$ cat config.mk
export PLATFORM = sky130hd
export DESIGN_NAME = pir_port
export DESIGN_NICKNAME = d
export VERILOG_FILES = /design/src/pir_pkg.sv /design/src/pir_port.sv
export VERILOG_INCLUDE_DIRS = /design/src
export SDC_FILE = /design/constraint.sdc
export NUM_CORES = 1
export LEC_CHECK = 0
export ABC_AREA = 0
export BUFFER_PORTS_ARGS = -buffer_cell sky130_fd_sc_hd__buf_2
export CELL_PAD_IN_SITES_DETAIL_PLACEMENT = 0
export CELL_PAD_IN_SITES_GLOBAL_PLACEMENT = 1
export CORE_UTILIZATION = 43
export DETAILED_ROUTE_END_ITERATION = 10
export HOLD_SLACK_MARGIN = 0.05
export MAX_ROUTING_LAYER = met4
export PLACE_DENSITY = 0.87
export SYNTH_ARGS = -nofsm -noshare
export SYNTH_HDL_FRONTEND = slang
export SYNTH_SLANG_ARGS = --single-unit
$ cat constraint.sdc
create_clock -name SYS_CLK_IN -period 2.3 [get_ports SYS_CLK_IN]
set_input_delay 0.345 -clock SYS_CLK_IN [delete_from_list [all_inputs] [get_ports SYS_CLK_IN]]
set_output_delay 0.345 -clock SYS_CLK_IN [all_outputs]
set_load 0.02 [all_outputs]
$ cat src/pir_params.svh
// constants for the power-management serial register port
`ifndef PIR_PARAMS_SVH
`define PIR_PARAMS_SVH
`define PIR_ADDR_OPT1 7'h09
`define PIR_ADDR_OPT2 7'h34
`define PIR_SUB_NULL 4'h0
`define PIR_SUB_SD1 4'h1
`define PIR_SUB_SD2 4'h2
`define PIR_SUB_SD3 4'h3
`define PIR_SUB_SD4 4'h4
`define PIR_SUB_UP 4'h5
`define PIR_SUB_UPDN 4'h6
`define PIR_SUB_LEDCFG 4'h7
`define PIR_SUB_LEDCUR 4'h8
`define PIR_SUB_ALARM 4'h9
`define PIR_SUB_RSTMASK 4'hA
`define PIR_SUB_IRQMASK 4'hB
`define PIR_SUB_LIVE 4'hC
`define PIR_SUB_LATCHED 4'hD
`define PIR_SUB_CLR 4'hF
`define PIR_NUM_CMD 11
`define PIR_RST_SD 8'h6F
`define PIR_RST_UP 8'h0F
`define PIR_RST_LEDCFG 8'h0F
`define PIR_RST_LEDCUR 8'h00
`define PIR_RST_ALARM 8'h00
`define PIR_RST_RSTMASK 8'hFF
`define PIR_RST_IRQMASK 8'h00
`define PIR_GLOBAL_RESET_BIT 7
`define PIR_SD_ENABLE_BIT 7
`define PIR_OFF_TIME_MS 1000
`define PIR_CLK_HZ 20000000
`define PIR_OFF_CYCLES ((`PIR_CLK_HZ / 1000) * `PIR_OFF_TIME_MS)
`endif

$ cat src/pir_pkg.sv
// types for the power-management serial register port
package pir_pkg;
	typedef enum logic [2:0] {
		PIR_IDLE,
		PIR_ADDR,
		PIR_SUB,
		PIR_DATA,
		PIR_READ,
		PIR_IGNORE
	} pir_state_t;
	typedef struct packed {
		logic low_supply_flag;
		logic overheat_flag;
		logic [6:0] power_good;
	} pir_status_t;
	typedef struct packed {
		logic data_in;
		logic data_oe;
	} pir_sda_t;
endpackage

$ cat src/pir_port.sv
// serial register port of the power-management device
// How it works
// - falling data with clock high restarts framing
// - rising data with clock high idles bus
// - eight bits msb first, then acknowledge clock
// - write acks address, sub-address and data
// - read acks address only, releases after byte
// - one byte per read, master ack ignored
// - acknowledge held low through clock high
// - option one answers address 0001001
// - option two answers address 0110100
// - write is address, sub-address, data
// - acknowledged data goes to holding latch
// - several sub-address/data pairs accepted per frame
// - holding latches survive repeated starts elsewhere
// - held data committed to registers at stop
// - sub-address 0Fh then 00h clears interrupt
// - upper sub-address nibble must be zero
// - read is sub-address write, restart, read
// - read after write returns that register
// - command and both status registers readable
// - step-down reset value 01101111
// - led current register resets to zero
// - masks let power-good faults pull outputs
// - bus-supply undervoltage clears port and registers
// - global reset restores defaults, regulators off
// - latched fault holds interrupt until clear
`timescale 1ns/1ps
`include "pir_params.svh"
module pir_port #(
	parameter bit ADDR_OPTION = 1'b0,
	parameter int OFF_CYCLES = `PIR_OFF_CYCLES
) (
	input wire logic SYS_CLK_IN,
	input wire logic RSTN_IN,
	input wire logic SCL_IN,
	input wire logic SDA_IN,
	input wire logic BUS_SUPPLY_LOW_IN,
	input wire logic [6:0] POWER_GOOD_IN,
	input wire logic LOW_SUPPLY_FLAG_IN,
	input wire logic OVERHEAT_FLAG_IN,
	output logic SDA_OUT,
	output logic SDA_OE_OUT,
	output logic [87:0] CMD_REGS_OUT,
	output logic REGULATORS_OFF_OUT,
	output logic RESET_REQUEST_N_OUT,
	output logic INTERRUPT_N_OUT
);
	import pir_pkg::*;
	localparam logic [6:0] MY_ADDR = ADDR_OPTION ? `PIR_ADDR_OPT2 : `PIR_ADDR_OPT1;

	logic [1:0] scl_s_ff, sda_s_ff, sup_s_ff;
	logic scl_d_ff, sda_d_ff;
	logic [6:0] pg_s1_ff, pg_s2_ff;
	logic [1:0] flg_s1_ff, flg_s2_ff;
	logic scl, sda, rst_n, scl_rise, scl_fall, start_ev, stop_ev;
	pir_state_t state_ff;
	logic [3:0] bit_ff;
	logic [7:0] sh_ff;
	logic ack_ff;
	logic [7:0] sub_ff;
	logic [7:0] hold_ff [1:11];
	logic [7:0] cmd_ff [1:11];
	logic [11:1] dirty_ff;
	logic clr_armed_ff, clr_pending_ff, wrote_ff;
	logic [7:0] tx_ff;
	pir_status_t latch_ff;
	logic int_ff;
	logic [31:0] off_cnt_ff;
	logic [7:0] rd_byte;

	// pins are asynchronous to the system clock
	always_ff @(posedge SYS_CLK_IN or negedge RSTN_IN) begin
		if (!RSTN_IN) begin
			scl_s_ff <= 2'h3;
			sda_s_ff <= 2'h3;
			sup_s_ff <= 2'h0;
			scl_d_ff <= 1'b1;
			sda_d_ff <= 1'b1;
			pg_s1_ff <= 7'h7F;
			pg_s2_ff <= 7'h7F;
			flg_s1_ff <= 2'h0;
			flg_s2_ff <= 2'h0;
		end else begin
			scl_s_ff <= {scl_s_ff[0], SCL_IN};
			sda_s_ff <= {sda_s_ff[0], SDA_IN};
			sup_s_ff <= {sup_s_ff[0], BUS_SUPPLY_LOW_IN};
			scl_d_ff <= scl_s_ff[1];
			sda_d_ff <= sda_s_ff[1];
			pg_s1_ff <= POWER_GOOD_IN;
			pg_s2_ff <= pg_s1_ff;
			flg_s1_ff <= {LOW_SUPPLY_FLAG_IN, OVERHEAT_FLAG_IN};
			flg_s2_ff <= flg_s1_ff;
		end
	end

	assign scl = scl_s_ff[1];
	assign sda = sda_s_ff[1];
	assign rst_n = !sup_s_ff[1];
	assign scl_rise = scl && !scl_d_ff;
	assign scl_fall = !scl && scl_d_ff;
	assign start_ev = scl && scl_d_ff && sda_d_ff && !sda;
	assign stop_ev = scl && scl_d_ff && !sda_d_ff && sda;

	// read mux; unmapped or non-zero upper nibble gives zero
	always_comb begin
		rd_byte = 8'h00;
		if (sub_ff[7:4] == 4'h0) begin
			if (sub_ff[3:0] >= `PIR_SUB_SD1 && sub_ff[3:0] <= `PIR_SUB_IRQMASK) begin
				rd_byte = cmd_ff[sub_ff[3:0]];
			end else if (sub_ff[3:0] == `PIR_SUB_LIVE) begin
				rd_byte = {2'h0, pg_s2_ff[5:0]};
			end else if (sub_ff[3:0] == `PIR_SUB_LATCHED) begin
				rd_byte = {latch_ff.low_supply_flag, latch_ff.overheat_flag,
					latch_ff.power_good[5:0]};
			end
		end
	end

	// byte framing and protocol sequencing
	always_ff @(posedge SYS_CLK_IN or negedge RSTN_IN) begin
		if (!RSTN_IN) begin
			state_ff <= PIR_IDLE;
			bit_ff <= 4'h0;
			sh_ff <= 8'h00;
			ack_ff <= 1'b0;
			sub_ff <= 8'h00;
			tx_ff <= 8'h00;
			SDA_OUT <= 1'b0;
			SDA_OE_OUT <= 1'b0;
		end else if (!rst_n) begin
			state_ff <= PIR_IDLE;
			bit_ff <= 4'h0;
			ack_ff <= 1'b0;
			sub_ff <= 8'h00;
			SDA_OE_OUT <= 1'b0;
		end else if (start_ev) begin
			state_ff <= PIR_ADDR;
			bit_ff <= 4'h0;
			ack_ff <= 1'b0;
			SDA_OE_OUT <= 1'b0;
		end else if (stop_ev) begin
			state_ff <= PIR_IDLE;
			bit_ff <= 4'h0;
			ack_ff <= 1'b0;
			SDA_OE_OUT <= 1'b0;
		end else if (state_ff != PIR_IDLE && state_ff != PIR_IGNORE) begin
			if (scl_rise && bit_ff < 4'h8 && state_ff != PIR_READ) begin
				sh_ff <= {sh_ff[6:0], sda};
			end
			if (scl_rise) begin
				bit_ff <= (bit_ff == 4'h8) ? 4'h0 : bit_ff + 4'h1;
			end
			// drive changes only on the falling edge so data is stable with clock high
			if (scl_fall) begin
				if (bit_ff == 4'h8) begin
					ack_ff <= 1'b1;
					SDA_OE_OUT <= 1'b0;
					if (state_ff == PIR_ADDR) begin
						if (sh_ff[7:1] == MY_ADDR) begin
							SDA_OE_OUT <= 1'b1;
							SDA_OUT <= 1'b0;
						end
					end else if (state_ff != PIR_READ) begin
						SDA_OE_OUT <= 1'b1;
						SDA_OUT <= 1'b0;
					end
				end else if (ack_ff) begin
					ack_ff <= 1'b0;
					SDA_OE_OUT <= 1'b0;
					unique case (state_ff)
						PIR_ADDR: begin
							if (sh_ff[7:1] != MY_ADDR) begin
								state_ff <= PIR_IGNORE;
							end else if (sh_ff[0]) begin
								state_ff <= PIR_READ;
								tx_ff <= {rd_byte[6:0], 1'b0};
								SDA_OE_OUT <= !rd_byte[7];
								SDA_OUT <= 1'b0;
							end else begin
								state_ff <= PIR_SUB;
							end
						end
						PIR_SUB: begin
							sub_ff <= sh_ff;
							state_ff <= PIR_DATA;
						end
						PIR_DATA: state_ff <= PIR_SUB;
						PIR_READ: state_ff <= PIR_IGNORE;
						default: state_ff <= PIR_IGNORE;
					endcase
				end else if (state_ff == PIR_READ && bit_ff != 4'h0) begin
					// open-drain: a one is sent by releasing the line
					SDA_OE_OUT <= (bit_ff == 4'h8) ? 1'b0 : !tx_ff[7];
					SDA_OUT <= 1'b0;
					tx_ff <= {tx_ff[6:0], 1'b0};
				end
			end
		end
	end

	// holding latches, commit at stop, interrupt-clear sequence
	logic data_ack;
	assign data_ack = state_ff == PIR_DATA && scl_fall && bit_ff == 4'h8;

	always_ff @(posedge SYS_CLK_IN or negedge RSTN_IN) begin
		if (!RSTN_IN) begin
			dirty_ff <= '0;
			clr_armed_ff <= 1'b0;
			clr_pending_ff <= 1'b0;
			wrote_ff <= 1'b0;
		end else if (!rst_n || REGULATORS_OFF_OUT) begin
			dirty_ff <= '0;
			clr_armed_ff <= 1'b0;
			clr_pending_ff <= 1'b0;
			wrote_ff <= 1'b0;
		end else if (stop_ev) begin
			dirty_ff <= '0;
			clr_pending_ff <= 1'b0;
			clr_armed_ff <= clr_pending_ff && !wrote_ff;
			wrote_ff <= 1'b0;
		end else begin
			if (data_ack && sub_ff[7:4] == 4'h0 && sub_ff[3:0] >= `PIR_SUB_SD1
					&& sub_ff[3:0] <= `PIR_SUB_IRQMASK) begin
				dirty_ff[sub_ff[3:0]] <= 1'b1;
			end
			// the clear command may arrive with or without a data byte
			if (state_ff == PIR_DATA && sub_ff == {4'h0, `PIR_SUB_CLR}) begin
				clr_pending_ff <= 1'b1;
			end
			// only an acknowledged data byte counts as a write; a bare pointer does not
			if (data_ack && sub_ff != {4'h0, `PIR_SUB_CLR}) begin
				wrote_ff <= 1'b1;
			end
		end
	end

	logic clear_cmd;
	assign clear_cmd = stop_ev && clr_armed_ff && !wrote_ff && !clr_pending_ff
		&& sub_ff == {4'h0, `PIR_SUB_NULL};

	logic global_rst;
	assign global_rst = cmd_ff[`PIR_SUB_ALARM][`PIR_GLOBAL_RESET_BIT];

	for (genvar i = 1; i <= `PIR_NUM_CMD; i++) begin : g_reg
		localparam logic [7:0] RST = (i <= 4) ? `PIR_RST_SD :
			(i == 8) ? `PIR_RST_LEDCUR :
			(i == 9) ? `PIR_RST_ALARM :
			(i == 10) ? `PIR_RST_RSTMASK :
			(i == 11) ? `PIR_RST_IRQMASK : `PIR_RST_UP;
		always_ff @(posedge SYS_CLK_IN or negedge RSTN_IN) begin
			if (!RSTN_IN) begin
				hold_ff[i] <= RST;
				cmd_ff[i] <= RST;
			end else if (!rst_n || global_rst) begin
				hold_ff[i] <= RST;
				cmd_ff[i] <= RST;
			end else begin
				if (data_ack && sub_ff == 8'(i)) begin
					hold_ff[i] <= sh_ff;
				end
				if (stop_ev && dirty_ff[i]) begin
					cmd_ff[i] <= hold_ff[i];
				end
			end
		end
		assign CMD_REGS_OUT[8*i-1 -: 8] = cmd_ff[i];
	end

	// latched status and interrupt; set wins over clear
	logic pg_fault_irq, pg_fault_rst;
	assign pg_fault_irq = |(~pg_s2_ff & cmd_ff[`PIR_SUB_IRQMASK][6:0]);
	assign pg_fault_rst = |(~pg_s2_ff & cmd_ff[`PIR_SUB_RSTMASK][6:0]);

	always_ff @(posedge SYS_CLK_IN or negedge RSTN_IN) begin
		if (!RSTN_IN) begin
			latch_ff <= '0;
			int_ff <= 1'b0;
		end else if (!rst_n) begin
			latch_ff <= '0;
			int_ff <= 1'b0;
		end else begin
			latch_ff <= (clear_cmd ? '0 : latch_ff)
				| {flg_s2_ff, ~pg_s2_ff};
			int_ff <= (int_ff && !clear_cmd) || pg_fault_irq || |flg_s2_ff;
		end
	end

	// global reset holds regulators off for the off time
	always_ff @(posedge SYS_CLK_IN or negedge RSTN_IN) begin
		if (!RSTN_IN) begin
			off_cnt_ff <= '0;
			REGULATORS_OFF_OUT <= 1'b0;
			RESET_REQUEST_N_OUT <= 1'b0;
			INTERRUPT_N_OUT <= 1'b1;
		end else begin
			if (global_rst) begin
				off_cnt_ff <= 32'(OFF_CYCLES);
				REGULATORS_OFF_OUT <= 1'b1;
			end else if (off_cnt_ff != '0) begin
				off_cnt_ff <= off_cnt_ff - 32'h1;
				REGULATORS_OFF_OUT <= off_cnt_ff != 32'h1;
			end else begin
				REGULATORS_OFF_OUT <= 1'b0;
			end
			RESET_REQUEST_N_OUT <= !pg_fault_rst;
			INTERRUPT_N_OUT <= !int_ff;
		end
	end

	AST_START_FRAMES: assert property (@(posedge SYS_CLK_IN) disable iff (!RSTN_IN)
		start_ev && rst_n |=> state_ff == PIR_ADDR && bit_ff == 4'h0)
		else $error("start did not restart framing");
	AST_STOP_IDLES: assert property (@(posedge SYS_CLK_IN) disable iff (!RSTN_IN)
		stop_ev && !start_ev && rst_n |=> state_ff == PIR_IDLE)
		else $error("stop did not idle bus");
	AST_ACK_LOW: assert property (@(posedge SYS_CLK_IN) disable iff (!RSTN_IN)
		ack_ff && scl && (state_ff == PIR_SUB || state_ff == PIR_DATA) |-> SDA_OE_OUT && !SDA_OUT)
		else $error("acknowledge not low");
	AST_NO_READ_ACK: assert property (@(posedge SYS_CLK_IN) disable iff (!RSTN_IN)
		state_ff == PIR_READ && ack_ff |-> !SDA_OE_OUT)
		else $error("slave drove master acknowledge slot");
	AST_HOLD_UNTIL_STOP: assert property (@(posedge SYS_CLK_IN) disable iff (!RSTN_IN)
		!stop_ev && rst_n && !global_rst |=> $stable(cmd_ff[1]))
		else $error("command changed without stop");
	AST_COMMIT: assert property (@(posedge SYS_CLK_IN) disable iff (!RSTN_IN)
		stop_ev && dirty_ff[8] && rst_n && !global_rst |=> cmd_ff[8] == $past(hold_ff[8]))
		else $error("held data not committed");
	AST_INT_STICKY: assert property (@(posedge SYS_CLK_IN) disable iff (!RSTN_IN)
		int_ff && !clear_cmd && rst_n |=> int_ff)
		else $error("interrupt released without clear");
	AST_OFF_TIME: assert property (@(posedge SYS_CLK_IN) disable iff (!RSTN_IN)
		global_rst |=> REGULATORS_OFF_OUT [*8])
		else $error("regulators not held off");
endmodule // pir_port

Word-level counts from Yosys, hierarchy flattened --
Index checks and enable logic that the tools add are counted. Widths: inputs -> output; s select.
Storage, ports and cells: register bits after elaboration 295, logic and storage cells 352
Operators by class: add/subtract/negate cells 2, order comparisons 6, equal/unequal tests 37, mux-type cells 129, bitwise operators 10, reduce and logical (&&, ||, !) cells 117
Operators by type and width (number):
- $mux 8 | 63
- $mux 32 | 2
- $reduce_bool 2->1 | 29
- $logic_and 1x1->1 | 48
- $mux 1 | 41
- $eq 8x4->1 const B | 5
- $mux 11 | 3
- $bmux 8 s4 | 1
- $eq 8x3->1 const B | 4
- $ne 32x1->1 const B | 1
- $reduce_bool 32->1 | 1
- $sub 32x1->32 const B | 1
- $mux 3 | 9
- $mux 4 | 6
- $reduce_bool 4->1 | 5
- $mux 9 | 2
- $eq 8x2->1 const B | 2
- $reduce_bool 3->1 | 5
- $and 7x7->7 | 2
- $reduce_or 7->1 | 2
- $eq 4x4->1 const B | 3
- $ne 3x3->1 const B | 4
- $logic_not 1->1 | 11
- $or 11x11->11 | 1
- other kinds (36) | 50

Logic depth before layout (Yosys ltp) --
depth after elaboration 17, mapped depth 9, gate-level depth less buffers 7

Least setup slack after synthesis --
Ideal clock, no wire load.
kind register to register, from reg off_cnt_ff[22], to reg off_cnt_ff[17], setup time 0.125 ns, data arrival time 2.223 ns, data required time 2.175 ns, setup slack -0.048 ns, stages on the path, launching flop included 8, clock period less this slack 2.348 ns, cells stage by stage dfrtp_1 -> or4_1 -> buf_2 -> or3_4 -> nor4_4 -> buf_6 -> nor4_1 -> mux2_4
Between the ends: longest elaborated chain between the ends 2
Ends and longest elaborated chain:
- start: declaration | line pir_port.sv:69 | logic [31:0] off_cnt_ff;
- start signal: assignment | line pir_port.sv:298 | off_cnt_ff <= 32'(OFF_CYCLES);
- start signal: assignment | line pir_port.sv:301 | off_cnt_ff <= off_cnt_ff - 32'h1;
- $reduce_bool 32->1 | line pir_port.sv:300 | end else if (off_cnt_ff != '0) begin
- $reduce_bool 2->1 (no line)
No other way between the ends. A chain may end at the register's enable or synchronous reset.

Worst setup path in the final report --
from reg off_cnt_ff[30], to reg off_cnt_ff[17]
The elaborated chain is that of the path after synthesis.

==> impl_metrics.toml <==
[routing]
routed.top_layer = "met4"
drtPass1Iterations = 5
drt_iter0_drc = 1038
wirelength_mm = 37.9
drc = 0
dr_wl_met3_mm = 2.56
met1_length_mm = 16.5
post_drt_wl_per_cell_um = 19.6
dr_wl_met2_mm = 17.5
postRouteAntennaNets = 0
num_vias = 11000
viasPerCell = 5.68

[yosys]
synth_compound_area_frac = 0.112
synth_top_area_frac = 0.341
synth_enable_flop_cells = 0
syn_avg_cell_area_um2 = 10.0
synthXorXnorAreaFrac = 0.00457
synthMuxAreaShare = 0.0786
async_flop_share = 1.00
synth_simple_gate_area_share = 0.208
synth_cell_types = 66
ys_ff_latch = 292
yosysSeqAreaShare = 0.554
synth-adder-area-share = 0.00373
syn-cell-area_um2 = 13400
ys.flop_type = "dfrtp_1"
synth_top_family_by_area = "simple AND/OR/NAND/NOR gates"
syn_nets = 1358
ys_top_cells_by_area = "dfrtp_1, dfstp_2, mux2i_1"
synth_top_area_cell = "dfrtp_1"
ys_warn_count = 0
syn_inst = 1340

[place]
gp_congestion = 0.933
dp_cells = 1845
io_buffers = 105
preCtsSetupSlack_ns = -0.00456
dp.final_hpwl_mm = 25.8

[sta]
rsz0062_at_grt = "true"
fmax_ghz = 0.436
worstMarginPinSlew_ns = 0.838
period_share = 0.998
relSlewSlack = 0.441
hold_viol = 0
slew_violations = 0
fin_skew_ns = 0.0126
period_needed_ns = 2.29
setup_viol_count_final = 0
hold_slack_ns = 0.346
worst_slack_ns = 0.00567

[setup_path]
critPathCaptureType = "register"
r2r_end = "off_cnt_ff[17]"
crit_required_ns = 2.69
r2r_cells = 7
worstSetupPathType = "register to register"
rrSetupSlack_ns = 0.006
r2r-start = "off_cnt_ff[30]"
worst_setup_path_start_kind = "register"
worstPathArrival_ns = 2.69
critPathMaxFanout = 4

[floorplanning]
die_h_um = 179
dieArea_um2 = 31900
start_util = 0.438
die_w_um = 179
design.core.area_um2 = 30700
num_rows = 64
pin_count = 107

[clocking]
cts_tree = "built"
numCtsBuffers = 34
h-tree-depth = 2
clk-insertion-delay-late_ns = 0.51
cts.sinks = 292
clkTransAtPathRegs_ns = 0.06
cts_buffer_depth = 3
clockRootBuffer = "clkbuf_16"

[cells_and_area]
final_cell_mix = "dfrtp_1, nand2_1, a21oi_1, dfstp_2, buf_2"
layout.nets = 1528
final_cells = 1930
final_common_cell = "dfrtp_1"
syn2layout_area_growth_pct = 21.6
fillers = 2731
regArea_um2 = 7440
multi_input_area_um2 = 5570
drive_above_1_share = 0.279

[pwr]
powerDensity_nw_per_um2 = 675
vdd_drop_max_mv = 0.466
sw_frac_of_total = 0.228
p_switching_mw = 2.52
p_leak_nw = 7.03
power_frac_clock = 0.474
p_int_mw = 8.51
pwr-share-comb = 0.048
pwr-share-seq = 0.478

[run_status]
outcome = "finished clean"

[global_route]
groute.usage.overall = 0.251
grt_max_degree = 66
globalRouteOverflowTotal = 0
grt_pass1_wl_mm = 59.6
first_global_vias = 10600
antenna_found_initial = 1

[min_path]
min_path_type = "register to register"
worstHoldEndpoint = "flg_s2_ff[0]"
hp-start = "flg_s1_ff[0]"
min_delay_path_depth = 0

[job]
drv_cap = 0
-- cell type report --
class / instances / area share
multi-input combinational: 925 / 0.341
tap: 396 / 0.0303
clock inverter: 11 / 0.00559
sequential: 292 / 0.456
clock buffer: 48 / 0.0609
inverter: 31 / 0.00712
timing repair buffer: 226 / 0.0990
antenna: 1 / 0.000153
-- repair_timing --
action | CTS | global route
buffers inserted | 0 | 11
endpoints found under the hold margin | 27 | 0
setup endpoints to repair | 0 | 62
hold buffers | 13 | 0
gates resized for setup | 0 | 19
-- cell usage after synthesis (all sizes together) (12+ instances only) --
cell type / number
nand2: 174
o21a: 15
nor4: 17
a21oi: 127
nor3: 70
dfstp: 109
nand2b: 17
mux2i: 87
dfrtp: 183
inv: 31
nand3: 92
o21ai: 27
or4: 20
nor2b: 14
nor3b: 12
clkbuf: 66
nor2: 98
o22ai: 13
buf: 26
-- critical path: stages (launching register included) --
cell	delay (ns)
dfrtp_1	0.39
or4_4	0.56
or3_4	0.42
nor4_4	0.20
buf_4	0.19
buf_6	0.10
nor4_2	0.03
mux2_4	0.30
-- sequential cells by signal (all words and copies together) (netlist names), 2 cells and up --
register and count:
sh_ff 8, bit_ff 4, CMD_REGS_OUT 88, latch_ff 8, dirty_ff 11, sup_s_ff 2, state_ff 3, flg_s2_ff 2
sub_ff 8, pg_s2_ff 7, pg_s1_ff 7, tx_ff 7, hold_ff 88, off_cnt_ff 32, sda_s_ff 2, flg_s1_ff 2
scl_s_ff 2
-- kinds of logic (layout without fill, tap and decap cells) --
| family | count (synthesis) | count (layout) |
|---|---|---|
| adders and majority gates | 4 | 4 |
| muxes | 100 | 100 |
| xor gates and xnor gates | 7 | 7 |
| AOI/OAI and AO/OA | 249 | 249 |
| other | 1 | 2 |
| and+or+nand+nor | 564 | 564 |
| buffers and inverters | 123 | 316 |
| DFF | 292 | 292 |
-- how the worst max path moves through the flow --
| stage | from | cells after the start | end |
|---|---|---|---|
| after global placement | off_cnt_ff[10] | 6 | off_cnt_ff[17] |
| final | off_cnt_ff[30] | 7 | off_cnt_ff[17] |
| after detailed placement | off_cnt_ff[10] | 5 | off_cnt_ff[29] |
| after CTS | off_cnt_ff[10] | 5 | off_cnt_ff[29] |
| after floorplan | off_cnt_ff[22] | 7 | off_cnt_ff[17] |
| after global routing | off_cnt_ff[28] | 7 | off_cnt_ff[17] |
-- per-stage QoR --
stage                     utilization  area, um2  total power [mW]  TNS [ns]
final                           0.533      16300              11.0         0
after floorplan                     -      13400              5.53         0
after CTS                       0.527      16200              11.1         0
after global routing            0.533      16300              11.4    -0.342
after detailed placement        0.487      14900              5.87  -0.00456
after global placement          0.487      14900              5.86         0
-- power by group through the flow --
| stage | combinational (mW) | sequential (mW) | clock, mW |
|---|---|---|---|
| 3_3_place_gp | 0.511 | 5.35 | 0 |
| 6_report | 0.532 | 5.27 | 5.22 |
| 4_1_cts | 0.534 | 5.27 | 5.31 |
| 5_1_grt | 0.577 | 5.27 | 5.55 |
| 2_1_floorplan | 0.186 | 5.35 | 0 |
| 3_5_place_dp | 0.517 | 5.35 | 0 |
-- metal layers --
metal	up-vias	GRT usage
met2	386	0.377
met4	0	0.0968
met5	-	-
li1	5079	-
met1	5415	0.339
met3	82	0.0428
(Power assumes the default switching activity.)
